[src/include/uvt_defs.svh]
// named offsets, field positions and reset values of the uv readout block
// assumes inclusion by bare name from the package and the rtl files
`ifndef UVT_DEFS_SVH
`define UVT_DEFS_SVH

// register indices; byte address on apb is four times the index
`define UVT_IDX_PIN_CFG 8'h22
`define UVT_IDX_IRQ_SETUP 8'h23
`define UVT_IDX_EVENT_FLAGS 8'h24
`define UVT_IDX_THRESHOLD 8'h25
`define UVT_IDX_STATUS 8'h27
`define UVT_IDX_RESULT 8'h28
`define UVT_IDX_IRQ_STATUS 8'h30
`define UVT_IDX_IRQ_MASK 8'h31

// apb address slicing
`define UVT_ADDR_W 12
`define UVT_IDX_LSB 2
`define UVT_IDX_MSB 9

// irq_setup fields
`define UVT_SETUP_HIGH_EN 0
`define UVT_SETUP_LOW_EN 1
`define UVT_SETUP_LATCH 2
`define UVT_SETUP_MASTER 3
`define UVT_SETUP_MASK 8'h0F

// irq_event_flags fields
`define UVT_FLAG_HIGH 0
`define UVT_FLAG_LOW 1
`define UVT_FLAG_PEND 2

// sample_status fields
`define UVT_STATUS_NEW 0

// pin configuration fields
`define UVT_PIN_ROUTE_LSB 0
`define UVT_PIN_ROUTE_MSB 1
`define UVT_PIN_POL 7
`define UVT_PIN_MASK 8'h83

// pin routing codes
`define UVT_ROUTE_DRDY 2'h0
`define UVT_ROUTE_HIGH 2'h1
`define UVT_ROUTE_LOW 2'h2
`define UVT_ROUTE_EITHER 2'h3

// interrupt status and mask fields
`define UVT_IRQ_SAMPLE 0
`define UVT_IRQ_HIGH 1
`define UVT_IRQ_LOW 2
`define UVT_IRQ_MASK_BITS 8'h07

// reset values
`define UVT_RST_BYTE 8'h00
`define UVT_RST_WORD 32'h0000_0000

`endif

[src/include/uvt_pkg.sv]
// types and shared decoding of the uv readout block
// assumes uvt_defs.svh is on the include path
`include "uvt_defs.svh"

package uvt_pkg;

	typedef logic [7:0] uvt_byte_t;
	typedef logic [`UVT_ADDR_W-1:0] uvt_addr_t;
	typedef logic [1:0] uvt_route_t;

	// register index from a byte address; used by slave and read mux
	function automatic uvt_byte_t uvtIndex(input uvt_addr_t addr);
		uvtIndex = addr[`UVT_IDX_MSB:`UVT_IDX_LSB];
	endfunction

	// true when the address is word aligned, bits above the index are zero and the index names a register of this block
	function automatic logic uvtMapped(input uvt_addr_t addr);
		uvt_byte_t idx;
		idx = uvtIndex(addr);
		uvtMapped = (addr[`UVT_IDX_LSB-1:0] == 2'h0) && (addr[`UVT_ADDR_W-1:`UVT_IDX_MSB+1] == 2'h0) &&
			(idx == `UVT_IDX_PIN_CFG || idx == `UVT_IDX_IRQ_SETUP || idx == `UVT_IDX_EVENT_FLAGS ||
			idx == `UVT_IDX_THRESHOLD || idx == `UVT_IDX_STATUS || idx == `UVT_IDX_RESULT ||
			idx == `UVT_IDX_IRQ_STATUS || idx == `UVT_IDX_IRQ_MASK);
	endfunction

endpackage

[src/rtl/uvt_apb_slave.sv]
// apb slave front end: no wait state, registered answer
// assumes the caller supplies combinational read data for the current address
`timescale 1ns/1ns
`include "uvt_defs.svh"

module uvt_apb_slave (
	input wire logic clk,
	input wire logic sys_rst,
	input wire logic psel,
	input wire logic penable,
	input wire logic pwrite,
	input wire uvt_pkg::uvt_addr_t paddr,
	input wire logic [31:0] pwdata,
	input wire uvt_pkg::uvt_byte_t rdData,
	output logic pready,
	output logic pslverr,
	output logic [31:0] prdata,
	output logic wrStrobe,
	output logic rdStrobe,
	output uvt_pkg::uvt_byte_t regIdx,
	output uvt_pkg::uvt_byte_t wrByte
);
	import uvt_pkg::*;

	logic readyD, readyQ, errD, errQ;
	logic [31:0] rdataD, rdataQ;
	logic setup, done;

	// answer is prepared in the setup cycle so pready, pslverr and prdata are flops
	always_comb begin
		setup = psel && !penable;
		done = psel && penable && readyQ;
		readyD = setup;
		errD = setup ? !uvtMapped(paddr) : 1'b0;
		rdataD = rdataQ;
		if (setup) begin
			rdataD = (!pwrite && uvtMapped(paddr)) ? {24'h00_0000, rdData} : `UVT_RST_WORD;
		end
	end

	always_ff @(posedge clk or posedge sys_rst) begin
		if (sys_rst) begin
			readyQ <= 1'b0;
			errQ <= 1'b0;
			rdataQ <= `UVT_RST_WORD;
		end else begin
			readyQ <= readyD;
			errQ <= errD;
			rdataQ <= rdataD;
		end
	end

	// effects happen only on the completing edge, and never for an unmapped address
	assign wrStrobe = done && pwrite && !errQ;
	assign rdStrobe = done && !pwrite && !errQ;
	assign regIdx = uvtIndex(paddr);
	assign wrByte = pwdata[7:0];
	assign pready = readyQ;
	assign pslverr = errQ;
	assign prdata = rdataQ;
endmodule

[src/rtl/uvt_event_pin.sv]
// event pin driver: source routing and polarity, registered output
// assumes flag inputs are on the same clock as this module
`timescale 1ns/1ns
`include "uvt_defs.svh"

module uvt_event_pin (
	input wire logic clk,
	input wire logic sys_rst,
	input wire uvt_pkg::uvt_route_t route,
	input wire logic activeLow,
	input wire logic dataReady,
	input wire logic highFlag,
	input wire logic lowFlag,
	output logic eventPin
);
	import uvt_pkg::*;

	logic levelRaw, pinD, pinQ;

	// routing select then polarity
	always_comb begin
		unique case (route)
			`UVT_ROUTE_DRDY: levelRaw = dataReady;
			`UVT_ROUTE_HIGH: levelRaw = highFlag;
			`UVT_ROUTE_LOW: levelRaw = lowFlag;
			`UVT_ROUTE_EITHER: levelRaw = highFlag || lowFlag;
		endcase
		pinD = levelRaw ^ activeLow;
	end

	// reset shows the inactive level for the default active-high setting
	always_ff @(posedge clk or posedge sys_rst) begin
		if (sys_rst) begin
			pinQ <= 1'b0;
		end else begin
			pinQ <= pinD;
		end
	end

	assign eventPin = pinQ;
endmodule

[src/rtl/uvt_readout_top.sv]
// uv index readout: result, new-sample flag, threshold events, event pin, irq
// assumes samples arrive as a one-cycle strobe on clk from the measurement logic
//
// Contract
// - threshold events are produced only while the master interrupt enable is one, default zero.
// - with the latch option set, event requests are held in the event flags register, otherwise not.
// - with the low-event enable set, a sample below the threshold raises a low event.
// - with the high-event enable set, a sample above the threshold raises a high event.
// - bit 2 of the event flags reads one when any event has been generated, default zero.
// - bit 1 of the event flags reads one after a low event, default zero.
// - bit 0 of the event flags reads one after a high event, default zero; upper bits are void.
// - the host programs an 8-bit threshold that serves both high and low comparisons.
// - the new-sample flag at status bit 0 is set on every new sample.
// - reading the result register clears the new-sample flag.
// - the latest uv index is shown as an 8-bit read-only result.
// - a two-bit routing field picks data ready, high, low or either event for the pin.
// - a polarity bit makes the pin active high at zero (default) and active low at one.
`timescale 1ns/1ns
`include "uvt_defs.svh"

module uvt_readout_top (
	input wire logic clk,
	input wire logic sys_rst,
	input wire logic psel,
	input wire logic penable,
	input wire logic pwrite,
	input wire uvt_pkg::uvt_addr_t paddr,
	input wire logic [31:0] pwdata,
	output logic pready,
	output logic pslverr,
	output logic [31:0] prdata,
	input wire logic sampleStrobe,
	input wire uvt_pkg::uvt_byte_t sampleValue,
	output logic eventPin,
	output logic irq
);
	import uvt_pkg::*;

	uvt_byte_t rdData, regIdx, wrByte;
	logic wrStrobe, rdStrobe;

	// apb front end
	uvt_apb_slave uApb (
		.clk(clk),
		.sys_rst(sys_rst),
		.psel(psel),
		.penable(penable),
		.pwrite(pwrite),
		.paddr(paddr),
		.pwdata(pwdata),
		.rdData(rdData),
		.pready(pready),
		.pslverr(pslverr),
		.prdata(prdata),
		.wrStrobe(wrStrobe),
		.rdStrobe(rdStrobe),
		.regIdx(regIdx),
		.wrByte(wrByte)
	);

	// ---- configuration registers written by software
	uvt_byte_t setup_q, setup_d;
	uvt_byte_t threshold_q, threshold_d;
	uvt_byte_t pinCfg_q, pinCfg_d;
	uvt_byte_t irqMask_q, irqMask_d;

	// only implemented bits take a write; the rest stay zero
	always_comb begin
		setup_d = setup_q;
		threshold_d = threshold_q;
		pinCfg_d = pinCfg_q;
		irqMask_d = irqMask_q;
		if (wrStrobe) begin
			unique case (regIdx)
				`UVT_IDX_IRQ_SETUP: setup_d = wrByte & `UVT_SETUP_MASK;
				`UVT_IDX_THRESHOLD: threshold_d = wrByte;
				`UVT_IDX_PIN_CFG: pinCfg_d = wrByte & `UVT_PIN_MASK;
				`UVT_IDX_IRQ_MASK: irqMask_d = wrByte & `UVT_IRQ_MASK_BITS;
				default: ;
			endcase
		end
	end

	always_ff @(posedge clk or posedge sys_rst) begin
		if (sys_rst) begin
			setup_q <= `UVT_RST_BYTE;
			threshold_q <= `UVT_RST_BYTE;
			pinCfg_q <= `UVT_RST_BYTE;
			irqMask_q <= `UVT_RST_BYTE;
		end else begin
			setup_q <= setup_d;
			threshold_q <= threshold_d;
			pinCfg_q <= pinCfg_d;
			irqMask_q <= irqMask_d;
		end
	end

	logic irqMasterEnable, latchRequestSelect, lowEventEnable, highEventEnable;
	assign irqMasterEnable = setup_q[`UVT_SETUP_MASTER];
	assign latchRequestSelect = setup_q[`UVT_SETUP_LATCH];
	assign lowEventEnable = setup_q[`UVT_SETUP_LOW_EN];
	assign highEventEnable = setup_q[`UVT_SETUP_HIGH_EN];

	// ---- result and new-sample flag
	uvt_byte_t uvIndexResult_q, uvIndexResult_d;
	logic newSampleFlag_q, newSampleFlag_d;
	logic resultRead;

	assign resultRead = rdStrobe && (regIdx == `UVT_IDX_RESULT);

	// a sample landing on the clearing read keeps the flag set, so it is never lost
	always_comb begin
		uvIndexResult_d = uvIndexResult_q;
		newSampleFlag_d = newSampleFlag_q;
		if (resultRead) begin
			newSampleFlag_d = 1'b0;
		end
		if (sampleStrobe) begin
			uvIndexResult_d = sampleValue;
			newSampleFlag_d = 1'b1;
		end
	end

	always_ff @(posedge clk or posedge sys_rst) begin
		if (sys_rst) begin
			uvIndexResult_q <= `UVT_RST_BYTE;
			newSampleFlag_q <= 1'b0;
		end else begin
			uvIndexResult_q <= uvIndexResult_d;
			newSampleFlag_q <= newSampleFlag_d;
		end
	end

	// ---- threshold events
	logic highEventFlag_q, highEventFlag_d, lowEventFlag_q, lowEventFlag_d;
	logic highHit, lowHit, flagsRead;

	// compares against the new value, so the event matches the result it is read with
	always_comb begin
		highHit = sampleStrobe && irqMasterEnable && highEventEnable && (sampleValue > threshold_q);
		lowHit = sampleStrobe && irqMasterEnable && lowEventEnable && (sampleValue < threshold_q);
	end

	assign flagsRead = rdStrobe && (regIdx == `UVT_IDX_EVENT_FLAGS);

	// latched flags clear on a read of the flags register; set beats that clear
	always_comb begin
		highEventFlag_d = highEventFlag_q;
		lowEventFlag_d = lowEventFlag_q;
		if (latchRequestSelect) begin
			if (flagsRead) begin
				highEventFlag_d = 1'b0;
				lowEventFlag_d = 1'b0;
			end
			if (highHit) begin
				highEventFlag_d = 1'b1;
			end
			if (lowHit) begin
				lowEventFlag_d = 1'b1;
			end
		end else if (sampleStrobe) begin
			// unlatched: flags follow the most recent comparison only
			highEventFlag_d = highHit;
			lowEventFlag_d = lowHit;
		end
		if (!irqMasterEnable) begin
			// disabling the circuit also drops what it had raised
			highEventFlag_d = 1'b0;
			lowEventFlag_d = 1'b0;
		end
	end

	always_ff @(posedge clk or posedge sys_rst) begin
		if (sys_rst) begin
			highEventFlag_q <= 1'b0;
			lowEventFlag_q <= 1'b0;
		end else begin
			highEventFlag_q <= highEventFlag_d;
			lowEventFlag_q <= lowEventFlag_d;
		end
	end

	logic interruptPendingFlag;
	assign interruptPendingFlag = highEventFlag_q || lowEventFlag_q;

	// ---- sticky interrupt status, write one to clear
	uvt_byte_t irqStatus_q, irqStatus_d;
	uvt_byte_t irqEvents, irqClear;
	logic irq_q, irq_d;

	always_comb begin
		irqEvents = `UVT_RST_BYTE;
		irqEvents[`UVT_IRQ_SAMPLE] = sampleStrobe;
		irqEvents[`UVT_IRQ_HIGH] = highHit;
		irqEvents[`UVT_IRQ_LOW] = lowHit;
		irqClear = (wrStrobe && regIdx == `UVT_IDX_IRQ_STATUS) ? wrByte : `UVT_RST_BYTE;
		// new events win over a clear in the same cycle
		irqStatus_d = ((irqStatus_q & ~irqClear) | irqEvents) & `UVT_IRQ_MASK_BITS;
		irq_d = |(irqStatus_d & irqMask_q);
	end

	// irq tracks next status so it falls on the clearing edge itself
	always_ff @(posedge clk or posedge sys_rst) begin
		if (sys_rst) begin
			irqStatus_q <= `UVT_RST_BYTE;
			irq_q <= 1'b0;
		end else begin
			irqStatus_q <= irqStatus_d;
			irq_q <= irq_d;
		end
	end

	assign irq = irq_q;

	// ---- event pin
	uvt_event_pin uPin (
		.clk(clk),
		.sys_rst(sys_rst),
		.route(pinCfg_q[`UVT_PIN_ROUTE_MSB:`UVT_PIN_ROUTE_LSB]),
		.activeLow(pinCfg_q[`UVT_PIN_POL]),
		.dataReady(newSampleFlag_q),
		.highFlag(highEventFlag_q),
		.lowFlag(lowEventFlag_q),
		.eventPin(eventPin)
	);

	// ---- read mux; unused bits read zero
	always_comb begin
		rdData = `UVT_RST_BYTE;
		unique case (regIdx)
			`UVT_IDX_PIN_CFG: rdData = pinCfg_q;
			`UVT_IDX_IRQ_SETUP: rdData = setup_q;
			`UVT_IDX_EVENT_FLAGS: begin
				rdData[`UVT_FLAG_HIGH] = highEventFlag_q;
				rdData[`UVT_FLAG_LOW] = lowEventFlag_q;
				rdData[`UVT_FLAG_PEND] = interruptPendingFlag;
			end
			`UVT_IDX_THRESHOLD: rdData = threshold_q;
			`UVT_IDX_STATUS: rdData[`UVT_STATUS_NEW] = newSampleFlag_q;
			`UVT_IDX_RESULT: rdData = uvIndexResult_q;
			`UVT_IDX_IRQ_STATUS: rdData = irqStatus_q;
			`UVT_IDX_IRQ_MASK: rdData = irqMask_q;
			default: ;
		endcase
	end
endmodule

[config.mk]
export PLATFORM = sky130hd
export DESIGN_NAME = uvt_readout_top
export DESIGN_NICKNAME = d
export VERILOG_FILES = /design/src/include/uvt_pkg.sv /design/src/rtl/uvt_apb_slave.sv /design/src/rtl/uvt_event_pin.sv /design/src/rtl/uvt_readout_top.sv
export VERILOG_INCLUDE_DIRS = /design/src /design/src/include
export SDC_FILE = /design/constraint.sdc
export NUM_CORES = 1
export LEC_CHECK = 0
export BUFFER_PORTS_ARGS = -buffer_cell sky130_fd_sc_hd__buf_2
export CORE_ASPECT_RATIO = 0.7
export CORE_MARGIN = 2
export CORE_UTILIZATION = 50
export CTS_CLUSTER_DIAMETER = 60
export DETAILED_ROUTE_END_ITERATION = 8
export PLACE_DENSITY = 0.83
export SLEW_MARGIN = 30
export SYNTH_ARGS = -nofsm -noshare
export SYNTH_HDL_FRONTEND = slang
export SYNTH_SLANG_ARGS = --single-unit
[constraint.sdc]
create_clock -name clk -period 4.4 [get_ports clk]
set_clock_uncertainty 0.1 [all_clocks]
set_input_delay 0.88 -clock clk [delete_from_list [all_inputs] [get_ports clk]]
set_output_delay 0.88 -clock clk [all_outputs]
set_load 0.01 [all_outputs]
==> results_dict.tcl <==
set metrics [dict create \
    run_status "finished, final reports clean" \
    critical_path.endpoint_type "flop" \
    final_core_util 0.586 \
    drcViolationCount 0 \
    startpoint_type "primary input" \
    cts_htree_levels 2 \
    final_hold_viol_count 0 \
    synth_async_sr_flop_share 1.00 \
    cts-root-buf "sky130_fd_sc_hd__clkbuf_8" \
    tightestPinTransition_ns 0.571 \
    synth_commonest_cells "sky130_fd_sc_hd__dfrtp_1 (44), sky130_fd_sc_hd__buf_4 (25), sky130_fd_sc_hd__nand2_1 (20), sky130_fd_sc_hd__inv_1 (18), sky130_fd_sc_hd__mux2_1 (14)" \
    hpwl_mm 4.46 \
    placed_cells 365 \
    ys_seq_elements 44 \
    avgRoutedWirePerCell_um 15.7 \
    areaGrowthSynthToFinish_pct 9.95 \
    ys_top_cells_by_area "sky130_fd_sc_hd__dfrtp_1 (42%), sky130_fd_sc_hd__buf_4 (7.2%), sky130_fd_sc_hd__mux2_1 (6.1%), sky130_fd_sc_hd__ha_1 (3.8%), sky130_fd_sc_hd__mux2_2 (3.5%)" \
    yosys_warnings 0 \
    vias 2027 \
    grt_setup_unrepaired "false" \
    pin_count 94 \
    final.fill_count 440 \
    fin_total_pwr_uw 754 \
    drt_first_iter_violations 158 \
    viasPerCell 5.45 \
    synthDominantCellAreaShare 0.423 \
    mappedNetlistArea_sq_um 2600 \
    grt_pass1_vias 1907 \
    totalNegativeSetupSlack_ns 0 \
    rows 21 \
    antenna_found_initial 0 \
    routabilityCongestion 0.940 \
    drv.max_cap_violation_count 0 \
    timing.fmax_ghz 0.393 \
    grt_remaining_overflow 0 \
    worst-endpoint-arrival_ns 2.63 \
    post_synth_inst_count 260 \
    die_area_sq_um 5810 \
    route.final.wire_length_mm 5.85 \
    design_area_sq_um 2860 \
    syn_area_per_cell_sq_um 10.0 \
    die_y_um 64.4 \
    crit_fanout 9 \
    drv_slew 0 \
    layout.nets 369 \
    cts_post_setup_buffers_inserted 0 \
    drive_above_1_share 0.224 \
    ctsLongestPathBuffers 2 \
    seq_area_frac_synth 0.423 \
    critPathKind "primary input to flop" \
    cts-hold-fix-buffers 0 \
    antenna_cell_count 0 \
    cts_made_buffers 5 \
    cellLeakagePower_uw 0.00136 \
    post_dp_cell_area_sq_um 2790 \
    worst_slew_margin_relative_to_its_limit 0.618 \
    worst_skew_pair.late_latency_ns 0.30 \
    synth_area_leader_cell "sky130_fd_sc_hd__dfrtp_1" \
    report.final.setup_viol 0 \
    die_width_um 90.3 \
    layout_min_cycle_time_ns 2.55 \
    drtAntennaViolNets 0 \
    power.density_cell_area_nw_per_um2 263 \
    dominantRegCellSynth "sky130_fd_sc_hd__dfrtp_1" \
    post_synth_num_cell_types 53 \
    cts_num_sinks 44 \
    post-route-period-util 0.579 \
    synth_enable_flop_cells 0 \
    initial_utilization 0.533 \
    buffer_ports.inserted 45 \
    clock_tree_from_tritoncts "done" \
    fin_cells 372 \
    grt_pass1_wl_mm 9.64 \
    hold_path.class "flop to flop" \
    worst-endpoint-required_ns 4.48 \
    max-vdd-ir-drop_mv 0.203 \
    drtPass1Iterations 4 \
    reg_clk_slew_reported_paths_ns 0.08 \
    core-area_sq_um 4890 \
    yosysMostFrequentCell "sky130_fd_sc_hd__dfrtp_1" \
    post_cts_resized 0 \
    gr-usage-all-layers 0.215 \
    grt_start_max_net_pins 45 \
]
==> worst max-delay path: stages <==
cell	delay, ns
sky130_fd_sc_hd__buf_2	0.12
sky130_fd_sc_hd__nor4b_2	0.56
sky130_fd_sc_hd__and3_1	0.50
sky130_fd_sc_hd__nand3_4	0.21
sky130_fd_sc_hd__mux2_1	0.36
==> per-stage QoR <==
step	setup WS (ns)	hold slack, ns
CTS	1.83	0.393
finish	1.85	0.389
detailed placement	1.50	0.375
global placement	1.54	0.364
floorplan	2.00	0.363
global route	1.72	0.423
==> layer usage <==
metal / vias up / GRT usage / share of wire
met4: 0 / 0.0731 / 0.015
met1: 958 / 0.322 / 0.50
met5: - / 0 / 0
met3: 10 / 0.0578 / 0.088
met2: 91 / 0.298 / 0.39
li1: 968 / - / -
==> power breakdown <==
part | internal (uW) | switching [uW]
clock | 108 | 138
combinational | 31.7 | 55.2
sequential | 414 | 6.93
total | 554 | 200
==> state kept, by name, indices dropped and copies added (netlist names) <==
register,flops
highEventFlag_q,1
irq,1
irqMask_q,3
irqStatus_q,3
lowEventFlag_q,1
newSampleFlag_q,1
pinCfg_q,3
setup_q,4
threshold_q,8
uApb.prdata,8
uApb.pready,1
uApb.pslverr,1
uPin.eventPin,1
uvIndexResult_q,8
==> logic make-up (layout without fill, tap and decap cells) <==
kind of cell | Yosys count | count (layout) | share of synthesized area
AND/OR/NAND/NOR | 73 | 73 | 0.174
multiplexers | 23 | 23 | 0.0990
XOR/XNOR | 1 | 1 | 0.00336
buffers and inverters | 52 | 72 | 0.113
adder cells (fa/ha/maj) | 8 | 8 | 0.0384
other | 1 | 24 | 0.00144
AO/OA/AOI/OAI | 58 | 58 | 0.147
flip-flops | 44 | 44 | 0.423
==> cell usage in the layout (no fill, tap or decap), types with 8 or more instances in the layout <==
cell / count
sky130_fd_sc_hd__a22oi_1: 8
sky130_fd_sc_hd__buf_2: 45
sky130_fd_sc_hd__conb_1: 24
sky130_fd_sc_hd__dfrtp_1: 44
sky130_fd_sc_hd__ha_1: 8
sky130_fd_sc_hd__inv_1: 18
sky130_fd_sc_hd__mux2_1: 14
sky130_fd_sc_hd__mux2_2: 8
sky130_fd_sc_hd__nand2_1: 20
sky130_fd_sc_hd__nor2_1: 8
sky130_fd_sc_hd__o21ai_1: 13
==> area by class of cell <==
| cell class | instances | area (sq um) | area share |
|---|---|---|---|
| multi-input combinational | 187 | 1290 | 0.452 |
| sequential | 44 | 1100 | 0.385 |
| timing repair buffer | 46 | 233 | 0.0813 |
| tap | 69 | 86.3 | 0.0302 |
| clock buffer | 6 | 72.6 | 0.0253 |
| inverter | 19 | 71.3 | 0.0249 |
| clock inverter | 1 | 5.00 | 0.00175 |
==> worst paths after layout <==
kind | startpoint | to | slack [ns] | depth (start not counted)
max | paddr[6] | threshold_q[3] | 1.85 | 5
min | uApb.prdata[6] | uApb.prdata[6] | 0.39 | 2
max reg2reg | uApb.pslverr | irqMask_q[1] | 2.30 | 4
min reg2reg | uApb.prdata[6] | uApb.prdata[6] | 0.39 | 2
max in group asynchronous | sys_rst | threshold_q[3] | 3.22 | 3
min in group asynchronous | sys_rst | uApb.prdata[3] | 0.61 | 3
Power figures use the tool's default switching activity.
